[src/rtl/tcs_pkg.sv]
// Package: constants and carriers for the transformer circuit supervision.
// Assumes one 40 MHz clock and a measurement front end on that clock.
// Behaviour
// - Current alarm when a phase is below low and another above high, held for delay.
// - High current threshold 0.00-10.00 xIn, step 0.01, default 2.0.
// - Low current threshold 0.00-10.00 xIn, step 0.01, default 0.2.
// - Current delay definite time 0.04-600 s, step 0.02 s, default 0.10 s.
// - High condition clears only below 0.97 of high threshold.
// - Low condition clears only above 1.03 of low threshold.
// - Current alarm rising gives on event when enabled; enable defaults on.
// - Current alarm falling gives off event when enabled; enable defaults on.
// - Largest and smallest phase current always presented.
// - On current alarm store time stamp, largest and smallest current.
// - Derive negative sequence voltage and current from line voltages and currents.
// - Voltage alarm when sequence voltage above, sequence current below, held.
// - Sequence voltage threshold 0.0-200.0 %, step 0.1 %, default 34.6 %.
// - Sequence current threshold 0.0-200.0 %, step 0.1 %, default 100.0 %.
// - Voltage delay definite time 0.04-600 s, step 0.02 s, default 0.10 s.
// - Voltage conditions clear only after 3 % hysteresis of pickup value.
// - Voltage alarm on and off events, each with own enable, default on.
// - On voltage alarm store time stamp, sequence voltage and current.
// - Voltage alarm offered to block voltage based protection.
package tcs_pkg;

  // Register byte offsets
  localparam logic [7:0] OFS_EVT_EN    = 8'h00;
  localparam logic [7:0] OFS_CT_HIGH   = 8'h04;
  localparam logic [7:0] OFS_CT_LOW    = 8'h08;
  localparam logic [7:0] OFS_CT_DELAY  = 8'h0C;
  localparam logic [7:0] OFS_NSV_THR   = 8'h10;
  localparam logic [7:0] OFS_NSC_THR   = 8'h14;
  localparam logic [7:0] OFS_VT_DELAY  = 8'h18;
  localparam logic [7:0] OFS_STATUS    = 8'h1C;
  localparam logic [7:0] OFS_CT_LIVE   = 8'h20;
  localparam logic [7:0] OFS_VT_LIVE   = 8'h24;
  localparam logic [7:0] OFS_CT_REC_TS = 8'h28;
  localparam logic [7:0] OFS_CT_REC_V  = 8'h2C;
  localparam logic [7:0] OFS_VT_REC_TS = 8'h30;
  localparam logic [7:0] OFS_VT_REC_V  = 8'h34;

  // Event enable bit positions
  localparam int EN_CURRENT_SUP_ALARM_ON_EVENT_ENABLE  = 0;
  localparam int EN_CURRENT_SUP_ALARM_OFF_EVENT_ENABLE = 1;
  localparam int EN_VOLTAGE_SUP_ALARM_ON_EVENT_ENABLE  = 2;
  localparam int EN_VOLTAGE_SUP_ALARM_OFF_EVENT_ENABLE = 3;

  // Reset values and ranges (current 0.01 xIn, sequence 0.1 %)
  localparam logic [3:0]  RST_EVT_EN  = 4'hF;
  localparam logic [15:0] RST_CT_HIGH = 16'h00C8; // 2.00 xIn
  localparam logic [15:0] RST_CT_LOW  = 16'h0014; // 0.20 xIn
  localparam logic [15:0] RST_NSV_THR = 16'h015A; // 34.6 %
  localparam logic [15:0] RST_NSC_THR = 16'h03E8; // 100.0 %
  localparam logic [15:0] RST_DELAY   = 16'h0005; // 0.10 s
  localparam logic [15:0] MAX_CT_THR  = 16'h03E8;
  localparam logic [15:0] MAX_SEQ_THR = 16'h07D0;
  localparam logic [15:0] MIN_DELAY   = 16'h0002; // 0.04 s
  localparam logic [15:0] MAX_DELAY   = 16'h7530; // 600.00 s

  // Hysteresis ratios in percent
  localparam int unsigned HYST_DOWN = 97;
  localparam int unsigned HYST_UP   = 103;

  // Timing: delay step and clock rate
  localparam int unsigned CLK_HZ        = 40_000_000;
  localparam int unsigned DELAY_STEP_MS = 20;
  localparam int unsigned STEP_CYCLES   = CLK_HZ / 1000 * DELAY_STEP_MS;

  // Rotation constant sqrt(3)/2 in 1/1024, and 1/3 in 1/1024
  localparam logic signed [19:0] ROT_K   = 20'sd887;
  localparam logic [19:0]        THIRD_K = 20'd341;

  // Channel timer states
  typedef enum logic [1:0] {
    ST_IDLE   = 2'b00,
    ST_TIMING = 2'b01,
    ST_ALARM  = 2'b10
  } sup_state_e;

  // Three phasors, rectangular, signed, 0.1 % of nominal
  typedef struct packed {
    logic signed [15:0] a_re;
    logic signed [15:0] a_im;
    logic signed [15:0] b_re;
    logic signed [15:0] b_im;
    logic signed [15:0] c_re;
    logic signed [15:0] c_im;
  } phasor3_s;

  // One measurement set from the front end
  typedef struct packed {
    logic [15:0] ia_mag;
    logic [15:0] ib_mag;
    logic [15:0] ic_mag;
    phasor3_s    volt;
    phasor3_s    curr;
  } meas_s;

endpackage

[src/rtl/transformer_circuit_supervision.sv]
// Current and voltage transformer circuit supervision with APB registers.
// Assumes measurements and time stamp arrive on pclk from same-domain logic.
module transformer_circuit_supervision #(
  parameter int unsigned STEP_CYCLES = tcs_pkg::STEP_CYCLES
) (
  // Clock and reset
  input  wire logic           pclk,
  input  wire logic           presetn,
  // APB slave
  input  wire logic           psel,
  input  wire logic           penable,
  input  wire logic           pwrite,
  input  wire logic [7:0]     paddr,
  input  wire logic [31:0]    pwdata,
  output logic      [31:0]    prdata,
  output logic                pready,
  output logic                pslverr,
  // Measurements and real time stamp
  input  wire tcs_pkg::meas_s meas,
  input  wire logic [31:0]    timestamp,
  // Alarms and events
  output logic                ct_alarm,
  output logic                vt_alarm,
  output logic                current_sup_alarm_on_event_enable_event,
  output logic                current_sup_alarm_off_event_enable_event,
  output logic                voltage_sup_alarm_on_event_enable_event,
  output logic                voltage_sup_alarm_off_event_enable_event
);
  import tcs_pkg::*;

  // Saturate a written setting into its range
  function automatic logic [15:0] sat(input logic [31:0] v,
                                      input logic [15:0] lo,
                                      input logic [15:0] hi);
    if (v[15:0] < lo || v[31:16] != 16'h0000)
      sat = (v[31:16] != 16'h0000) ? hi : lo;
    else if (v[15:0] > hi)
      sat = hi;
    else
      sat = v[15:0];
  endfunction

  // Value times a percentage factor, wide enough for no overflow
  function automatic logic [31:0] mulp(input logic [15:0] v,
                                       input int unsigned p);
    mulp = 32'(v) * p;
  endfunction

  // Negative sequence magnitude: |A + a2*B + a*C| / 3
  function automatic logic [15:0] neg_seq(input phasor3_s p);
    logic signed [19:0] re;
    logic signed [19:0] im;
    logic signed [39:0] kr;
    logic signed [39:0] ki;
    logic [19:0]        ar;
    logic [19:0]        ai;
    logic [19:0]        mag;
    logic [39:0]        div;
    kr = (20'(p.b_im) - 20'(p.c_im)) * ROT_K;
    ki = (20'(p.c_re) - 20'(p.b_re)) * ROT_K;
    re = 20'(p.a_re) - ((20'(p.b_re) + 20'(p.c_re)) >>> 1)
         + 20'(kr >>> 10);
    im = 20'(p.a_im) - ((20'(p.b_im) + 20'(p.c_im)) >>> 1)
         + 20'(ki >>> 10);
    ar = re[19] ? 20'(-re) : 20'(re);
    ai = im[19] ? 20'(-im) : 20'(im);
    // Max plus half min: cheap magnitude, never low, up to about 12 percent high
    mag = (ar > ai) ? ar + (ai >> 1) : ai + (ar >> 1);
    div = 40'(mag) * 40'(THIRD_K);
    neg_seq = (div[39:26] != 14'h0000) ? 16'hFFFF : div[25:10];
  endfunction

  // Settings
  logic [3:0]  evt_en_r;
  logic [15:0] ct_high_r;
  logic [15:0] ct_low_r;
  logic [15:0] nsv_thr_r;
  logic [15:0] nsc_thr_r;
  logic [15:0] delay_r [2];

  // Measured values
  logic [15:0] largest_phase_current_r;
  logic [15:0] smallest_phase_current_r;
  logic [15:0] neg_seq_voltage_r;
  logic [15:0] neg_seq_current_r;

  // Pickup latches with hysteresis
  logic        hi_pick_r;
  logic        lo_pick_r;
  logic        nsv_pick_r;
  logic        nsc_pick_r;
  logic [1:0]  cond;

  // Channel timers, index 0 current, 1 voltage
  sup_state_e  st_r [2];
  logic [19:0] pre_r [2];
  logic [15:0] tick_r [2];
  logic [1:0]  alarm;
  logic [1:0]  alarm_d_r;

  // Records
  logic [31:0] ct_rec_ts_r;
  logic [31:0] ct_rec_v_r;
  logic [31:0] vt_rec_ts_r;
  logic [31:0] vt_rec_v_r;

  // APB decode
  logic        wr_en;
  logic        rd_setup;
  logic [31:0] rd_nxt;
  logic        err_nxt;
  logic        err_r;

  assign wr_en    = psel & penable & pwrite;
  assign rd_setup = psel & ~penable;

  // Largest and smallest phase current, live
  always_ff @(posedge pclk or negedge presetn)
  begin
    if (!presetn)
    begin
      largest_phase_current_r  <= 16'h0000;
      smallest_phase_current_r <= 16'h0000;
    end
    else
    begin
      largest_phase_current_r <=
        (meas.ia_mag >= meas.ib_mag && meas.ia_mag >= meas.ic_mag) ?
        meas.ia_mag : (meas.ib_mag >= meas.ic_mag) ? meas.ib_mag :
        meas.ic_mag;
      smallest_phase_current_r <=
        (meas.ia_mag <= meas.ib_mag && meas.ia_mag <= meas.ic_mag) ?
        meas.ia_mag : (meas.ib_mag <= meas.ic_mag) ? meas.ib_mag :
        meas.ic_mag;
    end
  end

  // Negative sequence values, one cycle of latency
  always_ff @(posedge pclk or negedge presetn)
  begin
    if (!presetn)
    begin
      neg_seq_voltage_r <= 16'h0000;
      neg_seq_current_r <= 16'h0000;
    end
    else
    begin
      neg_seq_voltage_r <= neg_seq(meas.volt);
      neg_seq_current_r <= neg_seq(meas.curr);
    end
  end

  // Current pickups; compare scaled so no division is needed
  always_ff @(posedge pclk or negedge presetn)
  begin
    if (!presetn)
    begin
      hi_pick_r <= 1'b0;
      lo_pick_r <= 1'b0;
    end
    else
    begin
      if (hi_pick_r)
        hi_pick_r <= !(mulp(largest_phase_current_r, 100) <
                       mulp(ct_high_r, HYST_DOWN));
      else
        hi_pick_r <= largest_phase_current_r > ct_high_r;
      if (lo_pick_r)
        lo_pick_r <= !(mulp(smallest_phase_current_r, 100) >
                       mulp(ct_low_r, HYST_UP));
      else
        lo_pick_r <= smallest_phase_current_r < ct_low_r;
    end
  end

  // Voltage pickups with 3 % reset band
  always_ff @(posedge pclk or negedge presetn)
  begin
    if (!presetn)
    begin
      nsv_pick_r <= 1'b0;
      nsc_pick_r <= 1'b0;
    end
    else
    begin
      if (nsv_pick_r)
        nsv_pick_r <= !(mulp(neg_seq_voltage_r, 100) <
                        mulp(nsv_thr_r, HYST_DOWN));
      else
        nsv_pick_r <= neg_seq_voltage_r > nsv_thr_r;
      if (nsc_pick_r)
        nsc_pick_r <= !(mulp(neg_seq_current_r, 100) >
                        mulp(nsc_thr_r, HYST_UP));
      else
        nsc_pick_r <= neg_seq_current_r < nsc_thr_r;
    end
  end

  // Low below and high above are two different phases only if low is set at or below high; otherwise one phase can hold both
  assign cond[0] = hi_pick_r & lo_pick_r;
  assign cond[1] = nsv_pick_r & nsc_pick_r;

  // Definite time timers; prescaler restarts with each pickup
  always_ff @(posedge pclk or negedge presetn)
  begin
    if (!presetn)
    begin
      for (int i = 0; i < 2; i++)
      begin
        st_r[i]   <= ST_IDLE;
        pre_r[i]  <= 20'h0_0000;
        tick_r[i] <= 16'h0000;
      end
    end
    else
    begin
      for (int i = 0; i < 2; i++)
      begin
        case (st_r[i])
          ST_IDLE:
          begin
            pre_r[i]  <= 20'h0_0000;
            tick_r[i] <= 16'h0000;
            if (cond[i])
              st_r[i] <= ST_TIMING;
          end
          ST_TIMING:
          begin
            if (!cond[i])
              st_r[i] <= ST_IDLE;
            else if (pre_r[i] == 20'(STEP_CYCLES - 1))
            begin
              pre_r[i]  <= 20'h0_0000;
              tick_r[i] <= tick_r[i] + 16'h0001;
              if (tick_r[i] + 16'h0001 >= delay_r[i])
                st_r[i] <= ST_ALARM;
            end
            else
              pre_r[i] <= pre_r[i] + 20'h0_0001;
          end
          ST_ALARM:
          begin
            // Drop in one cycle, well inside the reset time
            if (!cond[i])
              st_r[i] <= ST_IDLE;
          end
          default:
            st_r[i] <= ST_IDLE;
        endcase
      end
    end
  end

  assign alarm[0] = (st_r[0] == ST_ALARM);
  assign alarm[1] = (st_r[1] == ST_ALARM);
  assign ct_alarm = alarm[0];
  assign vt_alarm = alarm[1];

  // Edge events, one cycle pulses from flops
  always_ff @(posedge pclk or negedge presetn)
  begin
    if (!presetn)
    begin
      alarm_d_r    <= 2'b00;
      current_sup_alarm_on_event_enable_event  <= 1'b0;
      current_sup_alarm_off_event_enable_event <= 1'b0;
      voltage_sup_alarm_on_event_enable_event  <= 1'b0;
      voltage_sup_alarm_off_event_enable_event <= 1'b0;
    end
    else
    begin
      alarm_d_r    <= alarm;
      current_sup_alarm_on_event_enable_event  <= alarm[0] & ~alarm_d_r[0] & evt_en_r[EN_CURRENT_SUP_ALARM_ON_EVENT_ENABLE];
      current_sup_alarm_off_event_enable_event <= ~alarm[0] & alarm_d_r[0] & evt_en_r[EN_CURRENT_SUP_ALARM_OFF_EVENT_ENABLE];
      voltage_sup_alarm_on_event_enable_event  <= alarm[1] & ~alarm_d_r[1] & evt_en_r[EN_VOLTAGE_SUP_ALARM_ON_EVENT_ENABLE];
      voltage_sup_alarm_off_event_enable_event <= ~alarm[1] & alarm_d_r[1] & evt_en_r[EN_VOLTAGE_SUP_ALARM_OFF_EVENT_ENABLE];
    end
  end

  // Records taken on the cycle each alarm rises
  always_ff @(posedge pclk or negedge presetn)
  begin
    if (!presetn)
    begin
      ct_rec_ts_r <= 32'h0000_0000;
      ct_rec_v_r  <= 32'h0000_0000;
      vt_rec_ts_r <= 32'h0000_0000;
      vt_rec_v_r  <= 32'h0000_0000;
    end
    else
    begin
      if (alarm[0] && !alarm_d_r[0])
      begin
        ct_rec_ts_r <= timestamp;
        ct_rec_v_r  <= {largest_phase_current_r,
                        smallest_phase_current_r};
      end
      if (alarm[1] && !alarm_d_r[1])
      begin
        vt_rec_ts_r <= timestamp;
        vt_rec_v_r  <= {neg_seq_voltage_r, neg_seq_current_r};
      end
    end
  end

  // Settings writes; out of range values saturate to the limits
  always_ff @(posedge pclk or negedge presetn)
  begin
    if (!presetn)
    begin
      evt_en_r   <= RST_EVT_EN;
      ct_high_r  <= RST_CT_HIGH;
      ct_low_r   <= RST_CT_LOW;
      nsv_thr_r  <= RST_NSV_THR;
      nsc_thr_r  <= RST_NSC_THR;
      delay_r[0] <= RST_DELAY;
      delay_r[1] <= RST_DELAY;
    end
    else if (wr_en)
    begin
      case (paddr)
        OFS_EVT_EN:   evt_en_r   <= pwdata[3:0];
        OFS_CT_HIGH:  ct_high_r  <= sat(pwdata, 16'h0000, MAX_CT_THR);
        OFS_CT_LOW:   ct_low_r   <= sat(pwdata, 16'h0000, MAX_CT_THR);
        OFS_CT_DELAY: delay_r[0] <= sat(pwdata, MIN_DELAY, MAX_DELAY);
        OFS_NSV_THR:  nsv_thr_r  <= sat(pwdata, 16'h0000, MAX_SEQ_THR);
        OFS_NSC_THR:  nsc_thr_r  <= sat(pwdata, 16'h0000, MAX_SEQ_THR);
        OFS_VT_DELAY: delay_r[1] <= sat(pwdata, MIN_DELAY, MAX_DELAY);
        default:      ;
      endcase
    end
  end

  // Read mux; an unknown or misaligned address answers with an error
  always_comb
  begin
    rd_nxt  = 32'h0000_0000;
    err_nxt = 1'b0;
    case (paddr)
      OFS_EVT_EN:    rd_nxt = {28'h000_0000, evt_en_r};
      OFS_CT_HIGH:   rd_nxt = {16'h0000, ct_high_r};
      OFS_CT_LOW:    rd_nxt = {16'h0000, ct_low_r};
      OFS_CT_DELAY:  rd_nxt = {16'h0000, delay_r[0]};
      OFS_NSV_THR:   rd_nxt = {16'h0000, nsv_thr_r};
      OFS_NSC_THR:   rd_nxt = {16'h0000, nsc_thr_r};
      OFS_VT_DELAY:  rd_nxt = {16'h0000, delay_r[1]};
      OFS_STATUS:    rd_nxt = {24'h00_0000, nsv_pick_r, nsc_pick_r,
                               hi_pick_r, lo_pick_r,
                               st_r[1] == ST_TIMING,
                               st_r[0] == ST_TIMING, alarm[1], alarm[0]};
      OFS_CT_LIVE:   rd_nxt = {largest_phase_current_r,
                               smallest_phase_current_r};
      OFS_VT_LIVE:   rd_nxt = {neg_seq_voltage_r, neg_seq_current_r};
      OFS_CT_REC_TS: rd_nxt = ct_rec_ts_r;
      OFS_CT_REC_V:  rd_nxt = ct_rec_v_r;
      OFS_VT_REC_TS: rd_nxt = vt_rec_ts_r;
      OFS_VT_REC_V:  rd_nxt = vt_rec_v_r;
      default:       err_nxt = 1'b1;
    endcase
  end

  // Read data caught in the setup cycle so it leaves a flop
  always_ff @(posedge pclk or negedge presetn)
  begin
    if (!presetn)
    begin
      prdata <= 32'h0000_0000;
      err_r  <= 1'b0;
    end
    else if (rd_setup)
    begin
      prdata <= rd_nxt;
      err_r  <= err_nxt;
    end
  end

  // Zero wait states; the error shows only in the access phase
  assign pready  = 1'b1;
  assign pslverr = psel & penable & err_r;

endmodule // transformer_circuit_supervision

[config.mk]
export PLATFORM = sky130hd
export DESIGN_NAME = transformer_circuit_supervision
export DESIGN_NICKNAME = d
export VERILOG_FILES = /design/src/rtl/tcs_pkg.sv /design/src/rtl/transformer_circuit_supervision.sv
export SDC_FILE = /design/constraint.sdc
export NUM_CORES = 2
export LEC_CHECK = 0
export BUFFER_PORTS_ARGS = -buffer_cell sky130_fd_sc_hd__clkbuf_2
export CORE_ASPECT_RATIO = 0.9
export CORE_MARGIN = 2
export CORE_UTILIZATION = 65
export DETAILED_ROUTE_END_ITERATION = 7
export PLACE_DENSITY = 0.83
export SLEW_MARGIN = 5
export SYNTH_ARGS = -nofsm -noshare
export SYNTH_HDL_FRONTEND = slang
export SYNTH_SLANG_ARGS = --single-unit
[constraint.sdc]
create_clock -name pclk -period 15.8 [get_ports pclk]
set_input_delay 1.58 -clock pclk [delete_from_list [all_inputs] [get_ports pclk]]
set_output_delay 1.58 -clock pclk [all_outputs]
set_load 0.05 [all_outputs]
==> flow_summary_export.csv <==
group,metric,value,unit
status,status,"finished, violations left",
status,failed_checks,"negative setup slack",
clocking,cts_hold_buf,0,
floorplanning,io_pins,357,
final_layout,fin_util,0.8393,
setup_path,cp_top_family,"compound AO/OA/AOI/OAI gates",
final_layout,final_nets,13070,
final_layout,fillers,6745,
route,drc,0,
logic_synthesis,synth_common_cells,"inv_1, ha_1, fa_1",
setup_path,path_class,"in2reg",
route,wl,252.3,mm
sta,fmax,59.72,MHz
route,first_pass_iters,8,
logic_synthesis,postSynth.asyncResetShare,1.000,
place,gp_congestion,0.9930,
grt,grt_max_degree,184,
sta,skew,0.03455,ns
final_layout,fin_cells,12280,
route,vias_per_cell,5.989,
clocking,cts_num_sinks,411,
run,cap_violations,0,
clocking,cts_inserted_buffers,42,
setup_path,cp.arrival,17.21,ns
setup_path,worstSetupStartpointType,"input pin",
setup_path,required,16.27,ns
worst_hold_path,hp-class,"reg2reg",
sta,rsz0062_at_grt,"yes",
sta,timing_hold_violations_final,0,
logic_synthesis,synth_seq_area_share,0.1337,
route,antenna_left,0,
place,dp_slack,-1.892,ns
place,dp.cells,12020,
worst_hold_path,hp-start,"pre_r[4]$_DFFE_PN0P_",
sta,slew_viol_final,0,
setup_path,critPathMaxStageDelay,0.58,ns
grt,grt_pass1_wl,383.0,mm
floorplanning,die_y,330.9,um
route,wl_per_cell,20.54,um
setup_path,path_max_fanout,8,
logic_synthesis,syn-num-nets,11200,
clocking,cts-root-buf,"clkbuf_16",
setup_path,r2r_end,"nsc_pick_r$_DFF_PN0_",
sta,fin_crit_sh,1.060,
clocking,htreeDepth,2,
floorplanning,die-area,0.1215,mm2
sta,worst_pin_slew,1.177,ns
final_layout,layout-drive-gt1-share,0.2731,
logic_synthesis,synth_cell_type_count,103,
clocking,clock_latency,0.60,ns
place,hpwlAfterDp,194.8,mm
sta,period_minus_slack,16.75,ns
setup_path,rr_startpoint,"nsc_thr_r[0]$_DFFE_PN0P_",
sta,relSlewSlack,0.2151,
logic_synthesis,netlist_area,0.07716,mm2
logic_synthesis,ys_top_cells_by_area,"ha_1, fa_1, dfrtp_1",
sta,setup_violations,32,
grt,grt-ovfl-total,0,
logic_synthesis,yosys.area.top_type_share,0.2369,
route,drt-initial-drc-count,6005,
setup_path,critPathBufInv,16,
logic_synthesis,synth_cells,8805,
logic_synthesis,yosysMostFrequentCell,"inv_1",
final_layout,syn2layout_area_growth,27.63,%
logic_synthesis,synth_area_leader_cell,"ha_1",
worst_hold_path,holdPathStages,1,
route,vias,73570,
logic_synthesis,syn-mean-instance-area,8.763,um2
logic_synthesis,yosys_most_used_dff,"dfrtp_1",
grt,antenna_found_initial,17,
floorplanning,coreArea,0.1173,mm2
grt,grtUsageTotal,0.3894,
setup_path,crit_path_end_kind,"flip-flop",
setup_path,ff2ff_path_depth,25,
worst_hold_path,hold_end,"pre_r[4]$_DFFE_PN0P_",
floorplanning,rows,119,
floorplanning,die-width,367.2,um
place,numPortBuffers,355,
setup_path,slowest_stage,"fa_1",
grt,grt_pass1_vias,74640,
clocking,clk_path_buf_depth,3,
floorplanning,initial_core_util,0.6576,
logic_synthesis,yosysWarnings,0,
clocking,tritoncts,"built",
logic_synthesis,ys_ff_latch,411,
clocking,clk_pin_slew,0.07,ns
setup_path,r2r_slack,9.08,ns
logic_synthesis,synth_edf_count,0,
sta,worst_slack,-0.9456,ns
[stage by stage]
stage	cell area (um2)	hold slack (ns)	TNS, ns
floorplan	78470	0.4537	-9.424
global placement	92530	0.4736	-41.06
detailed placement	92530	0.4833	-52.83
CTS	96020	0.4925	-9.522
global route	98470	0.5186	-43.16
finish	98470	0.4942	-28.98
[how the worst max path moves through the flow]
stage / startpoint / end / depth (start not counted)
floorplan: meas[32] / neg_seq_current_r[4]$_DFF_PN0_ / 74
global placement: meas[1] / neg_seq_current_r[2]$_DFF_PN0_ / 72
detailed placement: meas[1] / neg_seq_current_r[4]$_DFF_PN0_ / 74
CTS: meas[16] / neg_seq_current_r[4]$_DFF_PN0_ / 79
global route: meas[112] / neg_seq_voltage_r[3]$_DFF_PN0_ / 80
finish: meas[112] / neg_seq_voltage_r[10]$_DFF_PN0_ / 78
[placed cells by master (no fill, tap or decap), drive strengths merged, types with 15 or more instances in the layout]
cell type / instances
inv: 1660
buf: 1640
ha: 1461
fa: 620
nand2: 468
nor2: 443
clkbuf: 407
o21ai: 406
dfrtp: 387
xnor2: 387
a21oi: 382
xor2: 250
mux2: 186
a21o: 184
nand3: 183
nor3: 126
o21a: 118
nand2b: 104
nor2b: 93
and3: 88
a22o: 83
a22oi: 83
mux2i: 83
nand4: 74
a21boi: 51
a211oi: 50
a221oi: 49
or3: 45
and2: 45
o21bai: 43
o31ai: 43
a31oi: 33
o211ai: 32
or2: 31
nor4: 25
dfstp: 24
a211o: 20
o31a: 18
and4: 17
a31o: 15
[final cells by class]
class / instances / area (um2) / share of cell area
sequential: 411 / 10310 / 0.1048
timing repair buffer: 1992 / 14420 / 0.1464
antenna: 11 / 27.53 / 0.0002795
clock inverter: 21 / 311.5 / 0.003164
tap: 1573 / 1968 / 0.01999
inverter: 1661 / 6274 / 0.06371
multi-input combinational: 6560 / 63980 / 0.6498
clock buffer: 55 / 1171 / 0.01189
[sequential cells by signal, summed over array words and instances, names as in the netlist, 32 cells and up]
register and cells:
ct_rec_v_r 32, tick_r 32, pre_r 40, ct_rec_ts_r 32
prdata 32, vt_rec_v_r 32, delay_r 32, vt_rec_ts_r 32
[kinds of logic (layout without fill, tap and decap cells)]
group | count (synthesis) | in the layout | share of synthesized area
compound gates | 1765 | 1765 | 0.1529
xor+xnor | 639 | 639 | 0.07289
fa+ha+maj | 2082 | 2082 | 0.3979
buf+inv | 1834 | 3729 | 0.08995
flops | 411 | 411 | 0.1337
mux | 269 | 269 | 0.03796
other cells | 1 | 12 | 0.00004860
simple gates | 1804 | 1804 | 0.1147
[per-layer routing]
metal / GRT usage / vias up / share of wire
li1: - / 33600 / -
met1: 0.4768 / 35450 / 0.38
met2: 0.6674 / 3411 / 0.47
met3: 0.05759 / 1099 / 0.073
met4: 0.2063 / 8 / 0.069
met5: 0 / - / 0.00021
[timing repair]
action                     in CTS  in global routing
cloned                          2                  2
resized for setup             244                380
pin swaps                     217                302
setup endpoints to repair      32                 32
buffers inserted              103                 76
hold endpoints to repair        0                  0
[worst register-to-register path, cell delays in order, from the launching register on]
cell	delay, ns
dfrtp_1	0.68
inv_1	0.11
ha_1	0.38
ha_1	0.30
inv_1	0.05
fa_1	0.49
fa_1	0.51
inv_1	0.05
ha_1	0.33
a21boi_0	0.13
o21ai_0	0.23
a21boi_0	0.12
o21ai_0	0.20
a21boi_0	0.15
o31ai_1	0.50
a21oi_1	0.20
a21o_1	0.22
a21oi_1	0.17
xor2_1	0.30
ha_1	0.31
a21o_1	0.16
a21oi_1	0.13
nor2b_1	0.05
o21ai_0	0.16
or4b_2	0.63
nand3_1	0.11
Power is not shown: default switching activity piles up to over one toggle a cycle in this logic, so the estimate is an artifact.
